<file path="src/rtl/io_expander_pkg.sv">
// Package of constants for the 16-bit serial I/O expander
package io_expander_pkg;
   // Fixed upper six bits of the slave address
   localparam logic [5:0] SLAVE_ADDR_HIGH   = 6'h10;
   // Register codes carried in the pointer
   localparam logic [2:0] REG_INPUT_PORT0   = 3'h0;
   localparam logic [2:0] REG_INPUT_PORT1   = 3'h1;
   localparam logic [2:0] REG_OUTPUT_PORT0  = 3'h2;
   localparam logic [2:0] REG_OUTPUT_PORT1  = 3'h3;
   localparam logic [2:0] REG_INVERT_PORT0  = 3'h4;
   localparam logic [2:0] REG_INVERT_PORT1  = 3'h5;
   localparam logic [2:0] REG_DIR_PORT0     = 3'h6;
   localparam logic [2:0] REG_DIR_PORT1     = 3'h7;
   // Reset values
   localparam logic [7:0] OUTPUT_RESET      = 8'hff;
   localparam logic [7:0] INVERT_RESET      = 8'h00;
   localparam logic [7:0] DIR_RESET         = 8'hff;
   localparam logic [7:0] POINTER_RESET     = 8'h00;
   // Field positions
   localparam int         RW_BIT_POS        = 0;
   localparam int         PTR_SEL_MSB       = 2;
   localparam int         PORT_BITS         = 8;
endpackage

</file>
<file path="src/rtl/line_sync.sv">
// Two-flop synchroniser with edge detection for one serial line
module line_sync
   import io_expander_pkg::*;
(
   input  wire logic sys_clk_i,
   input  wire logic rstn_i,
   input  wire logic line_i,
   output logic      level_o,
   output logic      rise_o,
   output logic      fall_o
);
   logic meta_ff;
   logic sync_ff;
   logic last_ff;

   // Idle bus is high, so reset to one to avoid a false edge
   always_ff @(posedge sys_clk_i) begin
      if (!rstn_i) begin
         meta_ff <= 1'b1;
         sync_ff <= 1'b1;
         last_ff <= 1'b1;
      end else begin
         meta_ff <= line_i;
         sync_ff <= meta_ff;
         last_ff <= sync_ff;
      end
   end

   // Edges seen only from the second and third stages
   assign level_o = sync_ff;
   assign rise_o  = sync_ff & ~last_ff;
   assign fall_o  = ~sync_ff & last_ff;
endmodule

</file>
<file path="src/rtl/port_sync.sv">
// Two-flop synchroniser for a byte of port pins
module port_sync
   import io_expander_pkg::*;
(
   input  wire logic       sys_clk_i,
   input  wire logic       rstn_i,
   input  wire logic [7:0] pins_i,
   output logic [7:0]      pins_o
);
   logic [7:0] meta_ff;
   logic [7:0] sync_ff;

   // Pins are asynchronous to the core clock
   always_ff @(posedge sys_clk_i) begin
      if (!rstn_i) begin
         meta_ff <= 8'h00;
         sync_ff <= 8'h00;
      end else begin
         meta_ff <= pins_i;
         sync_ff <= meta_ff;
      end
   end

   assign pins_o = sync_ff;
endmodule

</file>
<file path="src/rtl/io_expander.sv">
// Serial-bus slave, register file and pin drivers of a 16-bit I/O expander
module io_expander
   import io_expander_pkg::*;
(
   input  wire logic       sys_clk_i,
   input  wire logic       rstn_i,
   input  wire logic       addr_strap_i,
   input  wire logic       scl_i,
   input  wire logic       sda_i,
   output logic            sda_o,
   output logic            sda_oe_o,
   input  wire logic [7:0] port0_pin_bit_i,
   input  wire logic [7:0] port1_pin_bit_i,
   output logic [7:0]      pull_high_driver0_o,
   output logic [7:0]      pull_low_driver0_o,
   output logic [7:0]      pull_high_driver1_o,
   output logic [7:0]      pull_low_driver1_o
);
   typedef enum logic [5:0] {
      ST_IDLE = 6'h01,
      ST_ADDR = 6'h02,
      ST_CMD  = 6'h04,
      ST_WDAT = 6'h08,
      ST_RDAT = 6'h10,
      ST_RACK = 6'h20
   } slave_state_t;

   slave_state_t state_ff;
   logic         scl_lvl;
   logic         scl_rise;
   logic         scl_fall;
   logic         sda_lvl;
   logic         sda_rise;
   logic         sda_fall;
   logic [7:0]   port0_sensed_bit;
   logic [7:0]   port1_sensed_bit;
   logic [7:0]   port0_drive_bit_ff;
   logic [7:0]   port1_drive_bit_ff;
   logic [7:0]   port0_invert_bit_ff;
   logic [7:0]   port1_invert_bit_ff;
   logic [7:0]   port0_direction_bit_ff;
   logic [7:0]   port1_direction_bit_ff;
   logic [7:0]   pointer_ff;
   logic [7:0]   shift_ff;
   logic [3:0]   bit_cnt_ff;
   logic         ack_phase_ff;
   logic         rw_ff;
   logic         strap_ff;
   logic         strap_meta_ff;
   logic         sda_o_ff;
   logic         sda_oe_ff;
   logic         start_cond;
   logic         stop_cond;
   logic         byte_done;
   logic [2:0]   sel;
   logic [2:0]   nxt_sel;
   logic [7:0]   read_data;
   logic [7:0]   port0_view;
   logic [7:0]   port1_view;

   // Register read mux, shared by first and later read bytes
   function automatic logic [7:0] reg_read(input logic [2:0] idx,
                                           input logic [7:0] in0,
                                           input logic [7:0] in1);
      logic [7:0] val;
      val = 8'h00;
      case (idx)
         REG_INPUT_PORT0:  val = in0;
         REG_INPUT_PORT1:  val = in1;
         REG_OUTPUT_PORT0: val = port0_drive_bit_ff;
         REG_OUTPUT_PORT1: val = port1_drive_bit_ff;
         REG_INVERT_PORT0: val = port0_invert_bit_ff;
         REG_INVERT_PORT1: val = port1_invert_bit_ff;
         REG_DIR_PORT0:    val = port0_direction_bit_ff;
         default:          val = port1_direction_bit_ff;
      endcase
      return val;
   endfunction

   // Own address check, used by the state machine and the ack drive
   function automatic logic addr_match(input logic [7:0] rx,
                                       input logic       strap);
      return rx[7:1] == {SLAVE_ADDR_HIGH, strap};
   endfunction

   // Serial lines and pins come from outside the clock domain
   line_sync u_scl_sync (
      .sys_clk_i (sys_clk_i),
      .rstn_i    (rstn_i),
      .line_i    (scl_i),
      .level_o   (scl_lvl),
      .rise_o    (scl_rise),
      .fall_o    (scl_fall)
   );

   line_sync u_sda_sync (
      .sys_clk_i (sys_clk_i),
      .rstn_i    (rstn_i),
      .line_i    (sda_i),
      .level_o   (sda_lvl),
      .rise_o    (sda_rise),
      .fall_o    (sda_fall)
   );

   port_sync u_port0_sync (
      .sys_clk_i (sys_clk_i),
      .rstn_i    (rstn_i),
      .pins_i    (port0_pin_bit_i),
      .pins_o    (port0_sensed_bit)
   );

   port_sync u_port1_sync (
      .sys_clk_i (sys_clk_i),
      .rstn_i    (rstn_i),
      .pins_i    (port1_pin_bit_i),
      .pins_o    (port1_sensed_bit)
   );

   // Strap is a pin like the others, so it also passes two flops
   always_ff @(posedge sys_clk_i) begin
      strap_meta_ff <= addr_strap_i;
      strap_ff      <= strap_meta_ff;
   end

   // Bus conditions: data moves while clock is high
   assign start_cond = sda_fall & scl_lvl;
   assign stop_cond  = sda_rise & scl_lvl;
   assign byte_done  = scl_rise & (bit_cnt_ff == 4'd7);

   // Inverted view of pins; bit n is pin n
   assign port0_view = port0_sensed_bit ^ port0_invert_bit_ff;
   assign port1_view = port1_sensed_bit ^ port1_invert_bit_ff;

   // Only the low three pointer bits select a register
   assign sel     = pointer_ff[PTR_SEL_MSB:0];
   assign nxt_sel = {sel[2:1], ~sel[0]};
   assign read_data = reg_read(sel, port0_view, port1_view);

   // Bit counter and ack phase tracking
   always_ff @(posedge sys_clk_i) begin
      if (!rstn_i) begin
         bit_cnt_ff   <= 4'd0;
         ack_phase_ff <= 1'b0;
      end else if (start_cond || stop_cond) begin
         bit_cnt_ff   <= 4'd0;
         ack_phase_ff <= 1'b0;
      end else if (scl_fall && state_ff != ST_IDLE) begin
         if (ack_phase_ff) begin
            ack_phase_ff <= 1'b0;
            bit_cnt_ff   <= 4'd0;
         end else if (bit_cnt_ff == 4'd8) begin
            ack_phase_ff <= 1'b1;
         end
      end else if (scl_rise && !ack_phase_ff && state_ff != ST_IDLE) begin
         bit_cnt_ff <= bit_cnt_ff + 4'd1;
      end
   end

   // Receive shifter samples on clock rise
   always_ff @(posedge sys_clk_i) begin
      if (!rstn_i) begin
         shift_ff <= 8'h00;
      end else if (scl_rise && !ack_phase_ff) begin
         shift_ff <= {shift_ff[6:0], sda_lvl};
      end
   end

   // Slave state machine; decisions at end of each byte
   always_ff @(posedge sys_clk_i) begin
      if (!rstn_i) begin
         state_ff <= ST_IDLE;
         rw_ff    <= 1'b0;
      end else if (start_cond) begin
         state_ff <= ST_ADDR;
      end else if (stop_cond) begin
         state_ff <= ST_IDLE;
      end else if (scl_fall && bit_cnt_ff == 4'd8 && !ack_phase_ff) begin
         case (state_ff)
            ST_ADDR: begin
               if (addr_match(shift_ff, strap_ff)) begin
                  rw_ff    <= shift_ff[RW_BIT_POS];
                  state_ff <= shift_ff[RW_BIT_POS] ? ST_RDAT : ST_CMD;
               end else begin
                  state_ff <= ST_IDLE;
               end
            end
            ST_CMD:  state_ff <= ST_WDAT;
            ST_WDAT: state_ff <= ST_WDAT;
            ST_RDAT: state_ff <= ST_RACK;
            default: state_ff <= state_ff;
         endcase
      end else if (state_ff == ST_RACK && scl_rise) begin
         // Master nack ends the read; ack asks for another byte
         state_ff <= sda_lvl ? ST_IDLE : ST_RDAT;
      end
   end

   // Pointer: loaded by command byte, steps within pair per written byte and per master-acked read byte
   always_ff @(posedge sys_clk_i) begin
      if (!rstn_i) begin
         pointer_ff <= POINTER_RESET;
      end else if (byte_done && state_ff == ST_CMD) begin
         pointer_ff <= {shift_ff[6:0], sda_lvl};
      end else if (byte_done && state_ff == ST_WDAT) begin
         pointer_ff <= {pointer_ff[7:3], nxt_sel};
      end else if (state_ff == ST_RACK && scl_rise && !sda_lvl) begin
         pointer_ff <= {pointer_ff[7:3], nxt_sel};
      end
   end

   // Writable registers; input codes are dropped
   always_ff @(posedge sys_clk_i) begin
      if (!rstn_i) begin
         port0_drive_bit_ff     <= OUTPUT_RESET;
         port1_drive_bit_ff     <= OUTPUT_RESET;
         port0_invert_bit_ff    <= INVERT_RESET;
         port1_invert_bit_ff    <= INVERT_RESET;
         port0_direction_bit_ff <= DIR_RESET;
         port1_direction_bit_ff <= DIR_RESET;
      end else if (byte_done && state_ff == ST_WDAT) begin
         case (sel)
            REG_OUTPUT_PORT0: port0_drive_bit_ff <= {shift_ff[6:0], sda_lvl};
            REG_OUTPUT_PORT1: port1_drive_bit_ff <= {shift_ff[6:0], sda_lvl};
            REG_INVERT_PORT0: port0_invert_bit_ff <= {shift_ff[6:0], sda_lvl};
            REG_INVERT_PORT1: port1_invert_bit_ff <= {shift_ff[6:0], sda_lvl};
            REG_DIR_PORT0: port0_direction_bit_ff <= {shift_ff[6:0], sda_lvl};
            REG_DIR_PORT1: port1_direction_bit_ff <= {shift_ff[6:0], sda_lvl};
            default: ;
         endcase
      end
   end

   // Serial data drive: acks, then read data MSB first on clock fall
   always_ff @(posedge sys_clk_i) begin
      if (!rstn_i) begin
         sda_o_ff  <= 1'b1;
         sda_oe_ff <= 1'b0;
      end else if (start_cond || stop_cond) begin
         sda_oe_ff <= 1'b0;
      end else if (scl_fall) begin
         if (!ack_phase_ff && bit_cnt_ff == 4'd8) begin
            // Ack own address, command and written bytes
            if ((state_ff == ST_ADDR &&
                 addr_match(shift_ff, strap_ff)) ||
                state_ff == ST_CMD || state_ff == ST_WDAT) begin
               sda_o_ff  <= 1'b0;
               sda_oe_ff <= 1'b1;
            end else begin
               sda_oe_ff <= 1'b0;
            end
         end else if (ack_phase_ff && rw_ff && state_ff == ST_RDAT) begin
            // First read bit leaves as the ack bit ends
            sda_o_ff  <= read_data[7];
            sda_oe_ff <= ~read_data[7];
         end else if (state_ff == ST_RDAT && !ack_phase_ff &&
                      bit_cnt_ff < 4'd8) begin
            sda_o_ff  <= read_data[3'd7 - bit_cnt_ff[2:0]];
            sda_oe_ff <= ~read_data[3'd7 - bit_cnt_ff[2:0]];
         end else begin
            sda_oe_ff <= 1'b0;
         end
      end
   end

   // Open drain: only low is driven, high is released
   assign sda_o    = 1'b0;
   assign sda_oe_o = sda_oe_ff & ~sda_o_ff;

   // Pin drivers per bit
   genvar gi;
   generate
      for (gi = 0; gi < PORT_BITS; gi++) begin : g_pin
         // Input: both drivers off; output: exactly one on
         assign pull_high_driver0_o[gi] = ~port0_direction_bit_ff[gi] &
                                          port0_drive_bit_ff[gi];
         assign pull_low_driver0_o[gi]  = ~port0_direction_bit_ff[gi] &
                                          ~port0_drive_bit_ff[gi];
         assign pull_high_driver1_o[gi] = ~port1_direction_bit_ff[gi] &
                                          port1_drive_bit_ff[gi];
         assign pull_low_driver1_o[gi]  = ~port1_direction_bit_ff[gi] &
                                          ~port1_drive_bit_ff[gi];
      end
   endgenerate
endmodule

</file>
<file path="config.mk">
export PLATFORM = sky130hd
export DESIGN_NAME = io_expander
export DESIGN_NICKNAME = d
export VERILOG_FILES = /design/src/rtl/io_expander_pkg.sv /design/src/rtl/line_sync.sv /design/src/rtl/port_sync.sv /design/src/rtl/io_expander.sv
export SDC_FILE = /design/constraint.sdc
export NUM_CORES = 1
export LEC_CHECK = 0
export BUFFER_PORTS_ARGS = -buffer_cell sky130_fd_sc_hd__buf_4
export CORE_MARGIN = 3
export CORE_UTILIZATION = 55
export DETAILED_ROUTE_END_ITERATION = 6
export PLACE_DENSITY = 0.72
export SLEW_MARGIN = 5
export SYNTH_ARGS = -nofsm -noshare
export SYNTH_HDL_FRONTEND = slang
export SYNTH_SLANG_ARGS = --single-unit
</file>
<file path="constraint.sdc">
create_clock -name sys_clk_i -period 2.3 [get_ports sys_clk_i]
set_input_delay 0.115 -clock sys_clk_i [delete_from_list [all_inputs] [get_ports sys_clk_i]]
set_output_delay 0.115 -clock sys_clk_i [all_outputs]
set_load 0.1 [all_outputs]
</file>
==> impl_metrics.toml <==
[run_status]
status = "complete, no violations"

[clock_tree]
cts_root_buf = "sky130_fd_sc_hd__clkbuf_8"
cts.repair_timing.setup_buffer_count = 0
tritoncts = "yes"
clock_tree.buffer_depth = 2
clkSlewWorstSetupHoldPaths_ps = 60
worst_skew_pair.late_latency_ps = 510
cts.sink_count = 113
number_of_buffers_inserted_during_clock_tree_synthesis = 17
cts_max_level = 4

[timing]
finalCriticalPeriod_ps = 2180
finalHoldViolations = 0
max_slew_margin = 0.560
hold_ws_ps = 257
final_min_period_over_clock_period = 0.948
timing_max_transition_violations_final = 0
maxClockFrequency_ghz = 0.459
rsz0062_at_grt = "false"
finalSetupViolations = 0
setup_total_negative_slack_ps = 0
fin_skew_ps = 8.43
max_slew.worst_pin.slew_ps = 659

[floorplanning]
rows = 34
die_h_um = 103
top_level_ports = 55
floorplan.die.width_um = 103
die_area_um2 = 10700
start_util = 0.581
floorplan.core_area_um2 = 8980

[yosys]
netlist_area_um2 = 5210
synth_flop_cell = "sky130_fd_sc_hd__dfxtp_1"
syn_area_per_cell_um2 = 8.73
syn_nets = 619
async_reset_ff_frac = 0
number_of_standard_cells_after_synthesis = 597
synth_seq_area_share = 0.434
yosys_register_bits = 113
number_of_flops_mapped_to_enable_cells_by_yosys = 0
synth.yosys.warnings = 0
post_synth_num_cell_types = 70

[layout]
layout-area-overhead-vs-synth_pct = 27.9
layout.cells.most_common = "sky130_fd_sc_hd__dfxtp_1"
num_antenna_cells = 0
sequential_cell_area_um2 = 2260
fin_nets = 710
fillers = 660
multiInputGateArea_um2 = 2740
fin_cells = 827
layout.cells.most_common_list = "111 x sky130_fd_sc_hd__dfxtp_1, 88 x sky130_fd_sc_hd__buf_4, 78 x sky130_fd_sc_hd__nand2_1"
drive_above_1_share = 0.210

[pwr]
internal_power_mw = 3.59
share_comb_of_total_power = 0.040
p_switching_mw = 1.15
total_power_consumption_mw = 4.74
ir_drop_uv = 690
pwr-share-clk = 0.535
power_density_nw_per_um2 = 711
swShare = 0.242
seq_power_share = 0.425
leakage_nw = 2.63

[drt]
totalWireLength_um = 13400
detail-route-antenna-nets = 0
vias_per_cell = 5.50
met2_wirelength_um = 6100
drt_drc_violations_left = 0
met3WireLength_um = 891
route.detailed.wl_per_inst_um = 16.2
drt_iter0_markers = 371
first_pass_iters = 5
vias = 4545
detail_route.wirelength.met1_um = 6170
highest_layer = "met4"

[worst_hold_path]
min-delay-path-class = "input port to flip-flop"
worst_hold_startpoint = "addr_strap_i"

[critical_path]
crit_path_end_kind = "flip-flop"
worst_path_max_delay_cell = "sky130_fd_sc_hd__dfxtp_2"
worst-endpoint-required_ps = 2680
critical_path.startpoint = "pointer_ff[2]$_SDFFE_PN0P_"
worst_path_dominant_cell_family = "compound AO/OA/AOI/OAI gates"
r2r_start = "pointer_ff[2]$_SDFFE_PN0P_"
crit_buf_inv = 1
crit_arrival_ps = 2560
timing.critical_path.cells = "buf_4, nor4bb_1, a21oi_1, a221oi_1, o211ai_1, o221ai_1, nor4bb_2, a21oi_1"
critPathLaunchType = "flip-flop"
path_common_cell = "sky130_fd_sc_hd__a21oi_1"
cpPeakStageDelay_ps = 360
timing.critical_path.fanout_max = 18
timing_worst_setup_path_type = "flip-flop to flip-flop"

[global_route]
pin_count_of_the_biggest_net_entering_global_routing = 68
number_of_global_route_vias_before_repair = 4115
global_route_wire_length_before_repair_um = 21500
gr-total-overflow = 0
grt.total_usage = 0.263
number_of_antenna_violations_at_the_first_check_in_global_routing = 0

[place]
place.port_buffers = 53
gpl.final_weighted_congestion = 0.958
place.detailed.instances = 773
dpl.hpwl_um = 9110

[job]
cap_viol_max_count = 0
## flip-flops by register name, summed over array words and instances (netlist names), 8 cells and up
register and count:
u_port1_sync.pins_o 8, port1_direction_bit_ff 8, port0_invert_bit_ff 8, port1_drive_bit_ff 8, shift_ff 8, port0_drive_bit_ff 8, port0_direction_bit_ff 8, u_port0_sync.meta_ff 8
u_port0_sync.pins_o 8, port1_invert_bit_ff 8, u_port1_sync.meta_ff 8
## cells in the mapped netlist (3+ instances only)
library cell,count,area [um2]
sky130_fd_sc_hd__xnor2_1,12,105
sky130_fd_sc_hd__o211ai_1,5,37.5
sky130_fd_sc_hd__mux2i_1,32,320
sky130_fd_sc_hd__clkbuf_1,22,82.6
sky130_fd_sc_hd__nor2b_1,56,350
sky130_fd_sc_hd__a31oi_1,3,18.8
sky130_fd_sc_hd__or4_1,4,30.0
sky130_fd_sc_hd__inv_1,7,26.3
sky130_fd_sc_hd__and3_1,3,18.8
sky130_fd_sc_hd__nand4_1,5,31.3
sky130_fd_sc_hd__and2_1,34,213
sky130_fd_sc_hd__nand2b_1,15,93.8
sky130_fd_sc_hd__nand3_1,44,220
sky130_fd_sc_hd__dfxtp_1,113,2260
sky130_fd_sc_hd__nor2_1,42,158
sky130_fd_sc_hd__a22oi_1,3,22.5
sky130_fd_sc_hd__nor3_1,4,20.0
sky130_fd_sc_hd__nor4_1,3,18.8
sky130_fd_sc_hd__xor2_1,4,35.0
sky130_fd_sc_hd__a221oi_1,3,26.3
sky130_fd_sc_hd__buf_2,10,50.1
sky130_fd_sc_hd__a21oi_1,11,55.1
sky130_fd_sc_hd__o31ai_1,3,22.5
sky130_fd_sc_hd__o21ai_0,19,95.1
sky130_fd_sc_hd__o2bb2ai_1,4,35.0
sky130_fd_sc_hd__nand2_1,78,293
## path summary, 6_finish.rpt
path | slack [ps] | endpoint | depth (start not counted)
setup / recovery | 120 | sda_o_ff$_SDFFE_PN1P_ | 8
hold reg to reg | 330 | strap_ff$_DFF_P_ | 0
setup reg to reg | 120 | sda_o_ff$_SDFFE_PN1P_ | 8
hold / removal | 260 | strap_meta_ff$_DFF_P_ | 2
## cell type report
cell class                 instances  area share
multi-input combinational        437       0.411
sequential                       113       0.340
timing repair buffer             111       0.135
clock buffer                      18      0.0642
tap                              126      0.0236
clock inverter                    14      0.0216
inverter                           8     0.00450
## power by group through the flow
| stage | logic, mW | registers (mW) | clock network, mW |
|---|---|---|---|
| global route | 0.206 | 2.02 | 2.67 |
| finish | 0.190 | 2.01 | 2.54 |
| global placement | 0.154 | 2.06 | 0 |
| CTS | 0.187 | 2.01 | 2.57 |
| floorplan | 0.111 | 2.05 | 0 |
| detailed placement | 0.157 | 2.06 | 0 |
## routing by layer
metal  vias up  global-route usage
met5         -                   0
met4         0              0.0876
met3        21              0.0516
met2       181               0.402
met1      2124               0.371
li1       2219                   -
## per-stage QoR
stage | cell area [um2] | util | worst slack, ps
final | 6670 | 0.743 | 119
after global routing | 6670 | 0.743 | 1.46
after CTS | 6640 | 0.740 | 59.7
after detailed placement | 5850 | 0.652 | 61.5
after global placement | 5850 | 0.652 | 111
after floorplan | 5210 | - | 291
## cells by family after synthesis
kind of cell | synth area share
simple gates | 0.325
other cells | 0.000720
flops | 0.434
fa+ha+maj | 0.00240
buf+inv | 0.0444
xor+xnor | 0.0269
compound gates | 0.0960
mux | 0.0701
## repair_timing
item,CTS,global route
endpoints found under the setup margin,0,11
hold buffers,22,0
endpoints found under the hold margin,44,0
gates resized for setup,0,6
(Power assumes the default switching activity.)
